--- src/rtl/cmpe_pkg.sv ---
/*
 * constants and carrier types for the comparator edge control block.
 * assumes an 8-bit special-function-register bus with page select and
 * an analog comparator front end outside this block.
 */
`default_nettype none

package cmpe_pkg;

    // register location on the special-function-register bus
    localparam logic [7:0] CMPE_CSR_ADDR = 8'h9A;
    localparam logic [7:0] CMPE_CSR_PAGE = 8'h10;
    localparam logic [7:0] CMPE_CSR_RESET = 8'h00;

    // bit positions inside comparator_control_status
    localparam int CMPE_ENABLE_BIT = 7;
    localparam int CMPE_RESULT_BIT = 6;
    localparam int CMPE_RISE_BIT = 5;
    localparam int CMPE_FALL_BIT = 4;
    localparam int CMPE_POS_HI = 3;
    localparam int CMPE_POS_LO = 2;
    localparam int CMPE_NEG_HI = 1;
    localparam int CMPE_NEG_LO = 0;

    // hysteresis codes: off, 5 mV, 10 mV, 20 mV
    localparam logic [1:0] CMPE_HYST_OFF = 2'h0;
    localparam logic [1:0] CMPE_HYST_5MV = 2'h1;
    localparam logic [1:0] CMPE_HYST_10MV = 2'h2;
    localparam logic [1:0] CMPE_HYST_20MV = 2'h3;

    // settings that go to the analog comparator
    typedef struct packed {
        logic enable;
        logic [1:0] pos_hysteresis_select;
        logic [1:0] neg_hysteresis_select;
    } cmpe_analog_t;

    // whole state of the block
    typedef struct packed {
        cmpe_analog_t ctrl;
        logic rise_event_flag;
        logic fall_event_flag;
        logic sync_first;
        logic sync_second;
        logic result_prev;
        logic [7:0] rdata;
    } cmpe_state_t;

endpackage

`default_nettype wire

--- src/rtl/cmpe_comparator_edge_control.sv ---
/*
 * comparator control and status register with edge flags.
 * assumes the processor bus gives address, page, write and read strobes
 * for one cycle each, and the comparator result is asynchronous to CLK.
 */
`default_nettype none

// What this block does
// RULE1 - result bit six shows current comparator output
// RULE2 - low-to-high result sets rise flag bit five
// RULE3 - rise flag held until software writes zero
// RULE4 - high-to-low result sets fall flag bit four
// RULE5 - fall flag held until software writes zero
// RULE6 - bits three:two drive positive hysteresis code
// RULE7 - bits one:zero drive negative hysteresis code
// RULE8 - enable bit seven; synchronise result; disabled: no flags (disabled, edges set no flag, but a write still sets either flag)
module cmpe_comparator_edge_control
    import cmpe_pkg::*;
(
    input wire logic CLK,
    input wire logic RST,
    input wire logic [7:0] SFR_ADDR,
    input wire logic [7:0] SFR_PAGE,
    input wire logic SFR_WR,
    input wire logic SFR_RD,
    input wire logic [7:0] SFR_WDATA,
    output logic [7:0] SFR_RDATA,
    input wire logic CMP_RESULT,
    output cmpe_analog_t ANALOG_CTRL
);

    ////////////////////////////////////////////////////////////////////////
    // decode

    // true when the bus names this register on its page
    function automatic logic csr_hit(input logic [7:0] addr,
                                     input logic [7:0] page);
        csr_hit = (addr == CMPE_CSR_ADDR) && (page == CMPE_CSR_PAGE);
    endfunction

    cmpe_state_t st_reg; // registered state
    cmpe_state_t st_next; // next state
    logic wr_hit; // write to this register this cycle
    logic rd_hit; // read of this register this cycle
    logic rise_seen; // synchronised result went high
    logic fall_seen; // synchronised result went low

    assign wr_hit = SFR_WR && csr_hit(SFR_ADDR, SFR_PAGE);
    assign rd_hit = SFR_RD && csr_hit(SFR_ADDR, SFR_PAGE);

    ////////////////////////////////////////////////////////////////////////
    // next state

    // edges are taken only from the second sync stage, never the first
    assign rise_seen = st_reg.sync_second && !st_reg.result_prev;
    assign fall_seen = !st_reg.sync_second && st_reg.result_prev;

    // one process builds the whole next state
    always_comb begin
        st_next = st_reg;
        // two-stage synchroniser on the asynchronous result
        st_next.sync_first = CMP_RESULT; // see RULE8
        st_next.sync_second = st_reg.sync_first; // see RULE8
        st_next.result_prev = st_reg.sync_second;
        // software write stores every writable field
        if (wr_hit) begin
            st_next.ctrl.enable = SFR_WDATA[CMPE_ENABLE_BIT]; // see RULE8
            st_next.ctrl.pos_hysteresis_select =
                SFR_WDATA[CMPE_POS_HI:CMPE_POS_LO]; // see RULE6
            st_next.ctrl.neg_hysteresis_select =
                SFR_WDATA[CMPE_NEG_HI:CMPE_NEG_LO]; // see RULE7
            st_next.rise_event_flag = SFR_WDATA[CMPE_RISE_BIT]; // see RULE3
            st_next.fall_event_flag = SFR_WDATA[CMPE_FALL_BIT]; // see RULE5
        end
        // limitation: edge history clears on reset, so a pin already high
        // looks like one rise; enable is 0 then unless written at once
        // an edge in the clearing cycle wins, so no event is lost
        if (st_reg.ctrl.enable && rise_seen) begin
            st_next.rise_event_flag = 1'b1; // see RULE2
        end
        if (st_reg.ctrl.enable && fall_seen) begin
            st_next.fall_event_flag = 1'b1; // see RULE4
        end
        // read data is registered; unmapped or idle reads return zero
        st_next.rdata = 8'h00;
        if (rd_hit) begin
            st_next.rdata = {st_reg.ctrl.enable,
                             st_reg.sync_second, // see RULE1
                             st_reg.rise_event_flag,
                             st_reg.fall_event_flag,
                             st_reg.ctrl.pos_hysteresis_select,
                             st_reg.ctrl.neg_hysteresis_select};
        end
    end

    ////////////////////////////////////////////////////////////////////////
    // state register

    // everything clears on reset; the comparator starts disabled
    always_ff @(posedge CLK or posedge RST) begin
        if (RST) begin
            st_reg <= '0;
        end else begin
            st_reg <= st_next;
        end
    end

    // outputs straight from flip-flops
    assign SFR_RDATA = st_reg.rdata;
    assign ANALOG_CTRL = st_reg.ctrl; // see RULE6
endmodule

`default_nettype wire

--- config.mk ---
export PLATFORM = sky130hd
export DESIGN_NAME = cmpe_comparator_edge_control
export DESIGN_NICKNAME = d
export VERILOG_FILES = /design/src/rtl/cmpe_pkg.sv /design/src/rtl/cmpe_comparator_edge_control.sv
export SDC_FILE = /design/constraint.sdc
export NUM_CORES = 1
export LEC_CHECK = 0
export BUFFER_PORTS_ARGS = -buffer_cell sky130_fd_sc_hd__buf_2
export CAP_MARGIN = 5
export CORE_MARGIN = 10
export CORE_UTILIZATION = 43
export DETAILED_ROUTE_END_ITERATION = 6
export PLACE_DENSITY = 0.77
export RECOVER_POWER = 50
export SYNTH_ARGS = -nofsm -noshare
export SYNTH_HDL_FRONTEND = slang
export SYNTH_SLANG_ARGS = --single-unit
--- constraint.sdc ---
create_clock -name CLK -period 1.3 [get_ports CLK]
set_input_delay 0.195 -clock CLK [delete_from_list [all_inputs] [get_ports CLK]]
set_output_delay 0.195 -clock CLK [all_outputs]
set_load 0.1 [all_outputs]
==> results of run 1 <==
## final cells by class
class / count / area (µm²)
well taps: 25 / 31.3
flip-flops and latches: 18 / 450
fillers: 154 / 707
clock buffers: 4 / 36.3
inverters: 1 / 3.75
repair buffers: 42 / 293
multi-input cells: 26 / 243
## path summary, 6_finish.rpt
kind / endpoint / cells after the start
max: SFR_RDATA[3] / 1
min: st_next[9] / 1
max reg2reg: st_reg[11] / 3
min reg2reg: st_next[8] / 0
max in group asynchronous: SFR_RDATA[1] / 3
min in group asynchronous: SFR_RDATA[2] / 3
## cell families after synthesis
kind of cell           share of synthesized area
AOI/OAI and AO/OA                         0.0401
buffers and inverters                      0.139
DFF                                        0.555
muxes                                     0.0924
and+or+nand+nor                            0.174
## metrics by stage
step                      hold slack, ps  TNS (ps)
after global placement               304      -296
final                               20.2         0
after detailed placement             297      -501
after global routing                6.25         0
after CTS                           13.8         0
after floorplan                      134         0
## metal layers
metal | routed length (µm) | global-route usage | up-vias
met3 | 227 | 0.0495 | 2
met1 | 625 | 0.0797 | 244
met2 | 827 | 0.141 | 33
met4 | 28 | 0.0546 | 0
li1 | - | - | 258
met5 | 0 | 0 | -
## placed cells by master (no fill, tap or decap), drive strengths merged, types with 2 or more instances in the layout
| master | n |
|---|---|
| and3 | 8 |
| dfrtp | 18 |
| clkbuf | 4 |
| mux2 | 5 |
| buf | 41 |
| and4bb | 2 |
| nand2 | 2 |
## report_power, final
part	internal [mW]	leakage (nW)	switching, mW	total, mW
clock	0.170	0.0210	0.151	0.322
sequential	0.564	0.245	0.00338	0.568
combinational	0.0357	0.369	0.0267	0.0623
## what timing repair did
| action | 4_1_cts | 5_1_grt |
|---|---|---|
| hold buffers | 1 | 0 |
| endpoints found under the hold margin | 18 | 0 |
| resized for setup | 0 | 0 |
==> summary.md, run 1 <==
| Metric | Value |
|---|---|
| Fmax | 822 MHz |
| Hold Crit Class | input pin to flip-flop |
| Num CTS Buffers | 3 |
| Mapped Cells | 59 |
| Routability cong. | 0.725 |
| Worst slew pin tran | 605 ps |
| Seq/Total Area, Yosys | 0.555 |
| Critical path's top delay family | buffers and inverters |
| Syn. warnings | 0 |
| Syn nets | 88 |
| Critical Path End Type | output pin |
| Grt total ovfl | 0 |
| CTS tree | built |
| Final worst setup slack | 83.2 ps |
| Status | completed |
| Skew final | 1.01 ps |
| Routed Antenna Nets | 0 |
| Final Cycle Share | 0.936 |
| H-tree Lvls | 1 |
| FF-to-FF setup slack | 130 ps |
| Post-DP HPWL | 1480 µm |
| Area contributors post-synth | dfrtp_1 55%, buf_4 12%, mux2_4 9.2% |
| Bufs on Longest Clock Path | 2 |
| Non-Filler Instances | 116 |
| Avg Cell Area, Syn | 13.8 µm² |
| WP data arrival | 1020 ps |
| Slew HR | 0.596 |
| Clock Latency Late Sink | 280 ps |
| Layout net count | 121 |
| Core Area | 1760 µm² |
| Layout cells sized above 1 | 0.582 |
| Worst vdd ir | 376 µV |
| Post-route DRC | 0 |
| Antenna violations before repair | 0 |
| Area grow syn2layout | 30.2% |
| Die area | 4030 µm² |
| Syn Std Cell Area | 812 µm² |
| Bufs and invs on worst path | 1 |
| First-pass GRT wire length | 2840 µm |
| Post-CTS Setup Repair Bufs | 0 |
| Worst setup SP type | flip-flop |
| Diode count | 0 |
| Max reg flops | 8 |
| Via count | 537 |
| Yosys reg bits | 18 |
| Hold Path Origin | CMP_RESULT |
| Post-synth EDFFs | 0 |
| Vias in the first global route | 650 |
| Number of library cell types mapped by synthesis | 18 |
| Clock slew at reported path FFs | 90 ps |
| Main synth FF type | dfrtp_1 |
| CP cell instances | buf_2 |
| Design Area, Final | 1060 µm² |
| CP Max Fanout | 1 |
| Most frequent cell after synthesis | dfrtp_1 |
| Pleak | 0.635 nW |
| Fin util | 0.599 |
| Initial DRT Pass Iterations | 4 |
| Clock root cell | clkbuf_4 |
| Tot Pwr | 0.952 mW |
| Most frequent cells after synthesis | 18 x dfrtp_1, 13 x buf_4, 8 x and3_1 |
| Final wirelength | 1710 µm |
| Fin. Hold Viols | 0 |
| CTS Sinks | 18 |
| DIE HEIGHT | 63.5 µm |
| Min cycle time layout | 1220 ps |
| Synth top area share | 0.555 |
| Largest net degree at the start of global routing | 19 |
| Max_cap viols | 0 |
| Critical-path top delay cell | buf_2 |
| FFs w/ async S/R, synth | 1.00 |
| Placed inst area | 1020 µm² |
| GRT Total Usage | 0.0856 |
| Power Dens Cells | 900 nW/µm² |
| Chip width | 63.5 µm |
| Slew Limit Fails | 0 |
| Type of the worst setup path | flip-flop to output pin |
| Crit path from | SFR_RDATA[3] |
| WP data required | 1110 ps |
| RR Startpoint | ANALOG_CTRL[4] |
| Place WS | -96.2 ps |
| Worst path max stage delay | 420 ps |
| Wire per inst | 14.7 µm |
| Core Rows | 15 |
| Port buffer count | 40 |
| Initial drt markers | 5 |
| Ports | 42 |
| Placed cell count | 111 |
| Vias/cell | 4.63 |
| Starting Density | 0.460 |
| Unrepaired setup endpoints after global routing | false |
| Most area-hungry cell type in the Yosys netlist | dfrtp_1 |
| Setup Viol. Count Final | 0 |
No activity file was read; power rests on OpenSTA's default activity.
==> inputs of run 2 (changes only) <==
--- a/config.mk
+++ b/config.mk
@@ -8,9 +8,10 @@
 export BUFFER_PORTS_ARGS = -buffer_cell sky130_fd_sc_hd__buf_2
 export CAP_MARGIN = 5
 export CORE_MARGIN = 10
-export CORE_UTILIZATION = 43
+export CORE_UTILIZATION = 46
+export CTS_BUF_LIST = sky130_fd_sc_hd__clkbuf_2 sky130_fd_sc_hd__clkbuf_4 sky130_fd_sc_hd__clkbuf_8
 export DETAILED_ROUTE_END_ITERATION = 6
-export PLACE_DENSITY = 0.77
+export PLACE_DENSITY = 0.81
 export RECOVER_POWER = 50
 export SYNTH_ARGS = -nofsm -noshare
 export SYNTH_HDL_FRONTEND = slang
==> run 2 against run 1 <==
  * Sequential share of layout area fell by 0.50 points
  * Cell count rose by 1.7%
  * Setup slack got worse by 8.4 ps
  * Critical endpoint unchanged
==> summary.md, run 2 (synthesized netlist as in run 1, its figures left out) <==
| Metric | Value |
|---|---|
| Status | completed |
| DIE HEIGHT | 62.0 µm |
| FF-to-FF setup slack | 190 ps |
| P_sw | 0.186 mW |
| Ports | 42 |
| Layout net count | 123 |
| Final worst setup slack | 74.7 ps |
| Post-DP HPWL | 1380 µm |
| Filler cells | 133 |
| Clock Latency Late Sink | 280 ps |
| Pleak | 0.643 nW |
| Vias/cell | 4.58 |
| Min cycle time layout | 1230 ps |
| CTS Sinks | 18 |
| First-pass GRT wire length | 2500 µm |
| WHS Endpoint | ANALOG_CTRL[3] |
| Wire per inst | 14.0 µm |
| Type of the worst setup path | flip-flop to output pin |
| CTS tree | built |
| Num CTS Buffers | 3 |
| Diode count | 0 |
| Slew HR | 0.675 |
| Worst setup SP type | flip-flop |
| Routability cong. | 0.715 |
| Routed Antenna Nets | 0 |
| Power Dens Cells | 897 nW/µm² |
| Sequential power share | 0.591 |
| Antenna violations before repair | 0 |
| Bufs on Longest Clock Path | 2 |
| Comb pwr share | 0.068 |
| Unrepaired setup endpoints after global routing | false |
| Worst path max stage delay | 420 ps |
| Placed cell count | 112 |
| CP Max Fanout | 1 |
| Die area | 3850 µm² |
| CP cell instances | buf_2 |
| Core Area | 1710 µm² |
| WP data required | 1110 ps |
| GR Layer Usage met1 | 0.0912 |
| Area of the multi-input gates | 240 µm² |
| Slew Limit Fails | 0 |
| Hold Crit Class | input pin to flip-flop |
| Grt total ovfl | 0 |
| Setup Viol. Count Final | 0 |
| Max_cap viols | 0 |
| Worst flop-to-flop path endpoint | st_reg[11] |
| Place WS | -96.4 ps |
| Skew final | 1.35 ps |
| Fmax | 816 MHz |
| Clock slew at reported path FFs | 90 ps |
| Worst vdd ir | 441 µV |
| Layout cells sized above 1 | 0.570 |
| Max reg flops | 8 |
| Initial DRT Pass Iterations | 4 |
| Internal power | 0.773 mW |
| Met2 Usage GRT | 0.140 |
| Critical-path top delay cell | buf_2 |
| Worst slew pin tran | 491 ps |
| Port buffer count | 40 |
| Worst hold slack | 136 ps |
| Gr busiest metal | met2 |
| Hold-fix buffers, CTS | 1 |
| Starting Density | 0.475 |
| R2R depth | 3 |
| Reg area | 450 µm² |
| Area grow syn2layout | 31.7% |
| Final Cycle Share | 0.943 |
| Clock Power Share | 0.341 |
| Post-CTS sizing | 0 |
| Largest net degree at the start of global routing | 19 |
| Commonest non-fill, non-tap cell in the layout | buf_2 |
| Critical Path End Type | output pin |
| Chip width | 62.0 µm |
| Post-CTS Setup Repair Bufs | 0 |
| Final wirelength | 1650 µm |
| Via count | 541 |
| WP data arrival | 1030 ps |
| Non-Filler Instances | 118 |
| GRT Total Usage | 0.0863 |
| H-tree Lvls | 1 |
| Bufs and invs on worst path | 1 |
| Most frequent cells in the layout | 35 x buf_2, 18 x dfrtp_1, 8 x and3_1 |
| RR Startpoint | ANALOG_CTRL[4] |
| Vias in the first global route | 625 |
| Clock root cell | clkbuf_4 |
| Global Route met3 Usage | 0.0325 |
| Post-route DRC | 0 |
| Initial drt markers | 8 |
| Critical path's top delay family | buffers and inverters |
| Worst hold stages | 2 |
| Switching share of power | 0.194 |
| Hold Path Origin | SFR_WDATA[3] |
| Fin. Hold Viols | 0 |
| Core Rows | 15 |
-- run 2: worst max-delay path by stage --
stage | from | endpoint | slack (ps) | cells after the start
6_report | SFR_RDATA[3] | SFR_RDATA[3] | 70 | 1
5_1_grt | SFR_RDATA[5] | SFR_RDATA[5] | 30 | 1
4_1_cts | SFR_RDATA[3] | SFR_RDATA[3] | 60 | 1
3_5_place_dp | SFR_PAGE[0] | ANALOG_CTRL[4] | -100 | 5
3_3_place_gp | SFR_PAGE[7] | ANALOG_CTRL[0] | -50 | 5
2_1_floorplan | SFR_PAGE[7] | ANALOG_CTRL[0] | 90 | 4
-- run 2: metal layers --
layer	vias to the layer above	wire [µm]
met1	246	648
li1	261	-
met3	2	222
met4	0	26
met2	32	755
met5	-	0
-- run 2: final cells by class --
| class | count | share of cell area |
|---|---|---|
| inverters | 1 | 0.00351 |
| well taps | 25 | 0.0292 |
| multi-input cells | 26 | 0.225 |
| repair buffers | 44 | 0.288 |
| flip-flops and latches | 18 | 0.421 |
| clock buffers | 4 | 0.0339 |
-- run 2: metrics by stage --
step	TNS, ps	power, mW	util	instance area, µm²
2_1_floorplan	0	0.593	-	812
3_3_place_gp	-266	0.640	0.600	1020
3_5_place_dp	-532	0.643	0.600	1020
4_1_cts	0	0.969	0.627	1070
5_1_grt	0	0.997	0.626	1070
6_report	0	0.960	0.626	1070
-- run 2: power groups by stage --
stage	clock, mW	sequential, mW	combinational, mW
2_1_floorplan	0	0.577	0.0155
3_3_place_gp	0	0.578	0.0624
3_5_place_dp	0	0.578	0.0647
4_1_cts	0.334	0.567	0.0672
5_1_grt	0.356	0.568	0.0731
6_report	0.327	0.567	0.0651
==> inputs of run 3 (changes only) <==
--- a/config.mk
+++ b/config.mk
@@ -5,7 +5,7 @@
 export SDC_FILE = /design/constraint.sdc
 export NUM_CORES = 1
 export LEC_CHECK = 0
-export BUFFER_PORTS_ARGS = -buffer_cell sky130_fd_sc_hd__buf_2
+export BUFFER_PORTS_ARGS = -buffer_cell sky130_fd_sc_hd__clkbuf_2
 export CAP_MARGIN = 5
 export CORE_MARGIN = 10
 export CORE_UTILIZATION = 46
==> constraint.sdc (replaced) <==
create_clock -name CLK -period 1.3 [get_ports CLK]
set_input_delay 0.195 -clock CLK [delete_from_list [all_inputs] [get_ports CLK]]
set_output_delay 0.195 -clock CLK [all_outputs]
set_load 0.02 [all_outputs]
==> run 3 against run 2 <==
  * Worst hold slack got worse by 8.0 ps
  * Critical path depth increased by 4
  * Largest cell class unchanged
  * Combinational power about the same
  * Clock skew increased by 0.97 ps
  * Register-to-register slack improved by 20 ps
  * Sequential share of layout area increased by 3.2 points
  * Sequential cell count unchanged
  * Utilization decreased by 4.4 points
  * Largest power group unchanged
  * Clock power increased by 3%
  * Via count increased by 1.1%
==> summary.md, run 3 (synthesized netlist as in run 1, its figures left out) <==
| Metric | Value |
|---|---|
| Status | completed |
| P_sw | 0.195 mW |
| RR Startpoint | ANALOG_CTRL[4] |
| Wire per inst | 14.4 µm |
| Global Route met3 Usage | 0.0528 |
| Antenna violations before repair | 0 |
| Core Rows | 15 |
| WP data required | 1480 ps |
| Commonest non-fill, non-tap cell in the layout | clkbuf_2 |
| Most frequent cells in the layout | 41 x clkbuf_2, 18 x dfrtp_1, 8 x and3_1 |
| Skew final | 2.31 ps |
| Met2 Usage GRT | 0.154 |
| Vias in the first global route | 621 |
| Post-route DRC | 0 |
| Post-DP HPWL | 1440 µm |
| Ports | 42 |
| Bufs on Longest Clock Path | 2 |
| CTS Sinks | 18 |
| Worst setup SP type | input pin |
| Filler cells | 143 |
| CP cell instances | clkbuf_2 > nor4_1 > and4_1 > nand2_4 > mux2_4 |
| Vias/cell | 4.64 |
| Critical Path Stages | 5 |
| Fin. Hold Viols | 0 |
| Worst vdd ir | 427 µV |
| Worst path max stage delay | 320 ps |
| Clock Latency Late Sink | 290 ps |
| Pleak | 0.624 nW |
| Num CTS Buffers | 3 |
| Port buffer count | 40 |
| Gr busiest metal | met2 |
| Max reg flops | 8 |
| Final Cycle Share | 0.860 |
| Internal power | 0.774 mW |
| Hold Crit Class | input pin to flip-flop |
| GRT Total Usage | 0.0917 |
| Final sum of negative setup slack | 0 ps |
| Area grow syn2layout | 22.5% |
| GR Layer Usage met1 | 0.0768 |
| Switching share of power | 0.202 |
| Diode count | 0 |
| Worst slew pin tran | 413 ps |
| Setup Viol. Count Final | 0 |
| Critical Path End Type | flip-flop |
| Layout cells sized above 1 | 0.570 |
| Worst hold slack | 129 ps |
| Sequential power share | 0.585 |
| Chip width | 62.0 µm |
| Clock Power Share | 0.348 |
| Starting Density | 0.475 |
| Layout net count | 123 |
| Post-CTS sizing | 0 |
| Type of the worst setup path | input pin to flip-flop |
| H-tree Lvls | 1 |
| Grt total ovfl | 0 |
| Clock slew at reported path FFs | 100 ps |
| Final wirelength | 1700 µm |
| Slew Limit Fails | 0 |
| Routed Antenna Nets | 0 |
| First-pass GRT wire length | 2480 µm |
| Largest net degree at the start of global routing | 19 |
| Critical-path top delay cell | mux2_4 |
| Max_cap viols | 0 |
| CP Max Fanout | 7 |
| Bufs and invs on worst path | 1 |
| Critical path's top delay family | simple AND/OR/NAND/NOR gates |
| Comb pwr share | 0.067 |
| WP data arrival | 1300 ps |
| Via count | 547 |
| DIE HEIGHT | 62.0 µm |
| Initial drt markers | 10 |
| Slew HR | 0.725 |
| Fmax | 895 MHz |
| Clock root cell | clkbuf_4 |
| Worst flop-to-flop path endpoint | st_reg[11] |
| CTS tree | built |
| Min cycle time layout | 1120 ps |
| Crit path capture | ANALOG_CTRL[1] |
| Power Dens Cells | 975 nW/µm² |
| Routability cong. | 0.692 |
| Initial DRT Pass Iterations | 4 |
| FF-to-FF setup slack | 210 ps |
| Crit path from | SFR_PAGE[0] |
| Die area | 3850 µm² |
| Core Area | 1710 µm² |
| Unrepaired setup endpoints after global routing | false |
| R2R depth | 3 |
[run 3: changes by cell type in the layout (fill, tap and decap cells not counted), sizes merged]
cell | previous run | this run
buf | 41 | 1
clkbuf | 5 | 45
[run 3: worst min path at each step]
stage,startpoint,to,cells past startpoint
5_1_grt,SFR_WDATA[0],ANALOG_CTRL[0],2
3_5_place_dp,RST,SFR_RDATA[3],3
2_1_floorplan,RST,ANALOG_CTRL[0],1
4_1_cts,SFR_WDATA[2],ANALOG_CTRL[2],2
6_report,SFR_WDATA[2],ANALOG_CTRL[2],2
3_3_place_gp,RST,SFR_RDATA[5],3
[run 3: area by class of cell]
cell class                 instances  area, µm²  area share
timing repair buffer              44        233       0.234
multi-input combinational         26        240       0.242
inverter                           1       3.75     0.00377
tap                               25       31.3      0.0314
sequential                        18        450       0.453
clock buffer                       4       36.3      0.0365
[run 3: metal layers]
metal | up-vias | wire [µm]
met5 | - | 0
met4 | 0 | 26
met3 | 2 | 225
met2 | 34 | 807
met1 | 248 | 642
li1 | 263 | -
[run 3: power by group through the flow]
stage / sequential [mW] / clock (mW) / combinational [mW]
global placement: 0.578 / 0 / 0.0620
detailed placement: 0.578 / 0 / 0.0648
CTS: 0.567 / 0.347 / 0.0698
floorplan: 0.577 / 0 / 0.0152
finish: 0.567 / 0.337 / 0.0652
global route: 0.568 / 0.370 / 0.0725
[run 3: repair_timing]
item                      4_1_cts  5_1_grt
hold buffers                    2        0
hold endpoints to repair       19        0
buffers inserted                0        0
[run 3: stage by stage]
step	util	power [mW]	instances	area, µm²	worst slack (ps)
after CTS	0.589	0.984	118	1010	184
after global placement	0.556	0.640	112	950	-37.8
after global routing	0.582	1.01	118	995	109
after floorplan	-	0.592	59	812	92.0
final	0.582	0.969	118	995	182
after detailed placement	0.556	0.643	112	950	-95.1
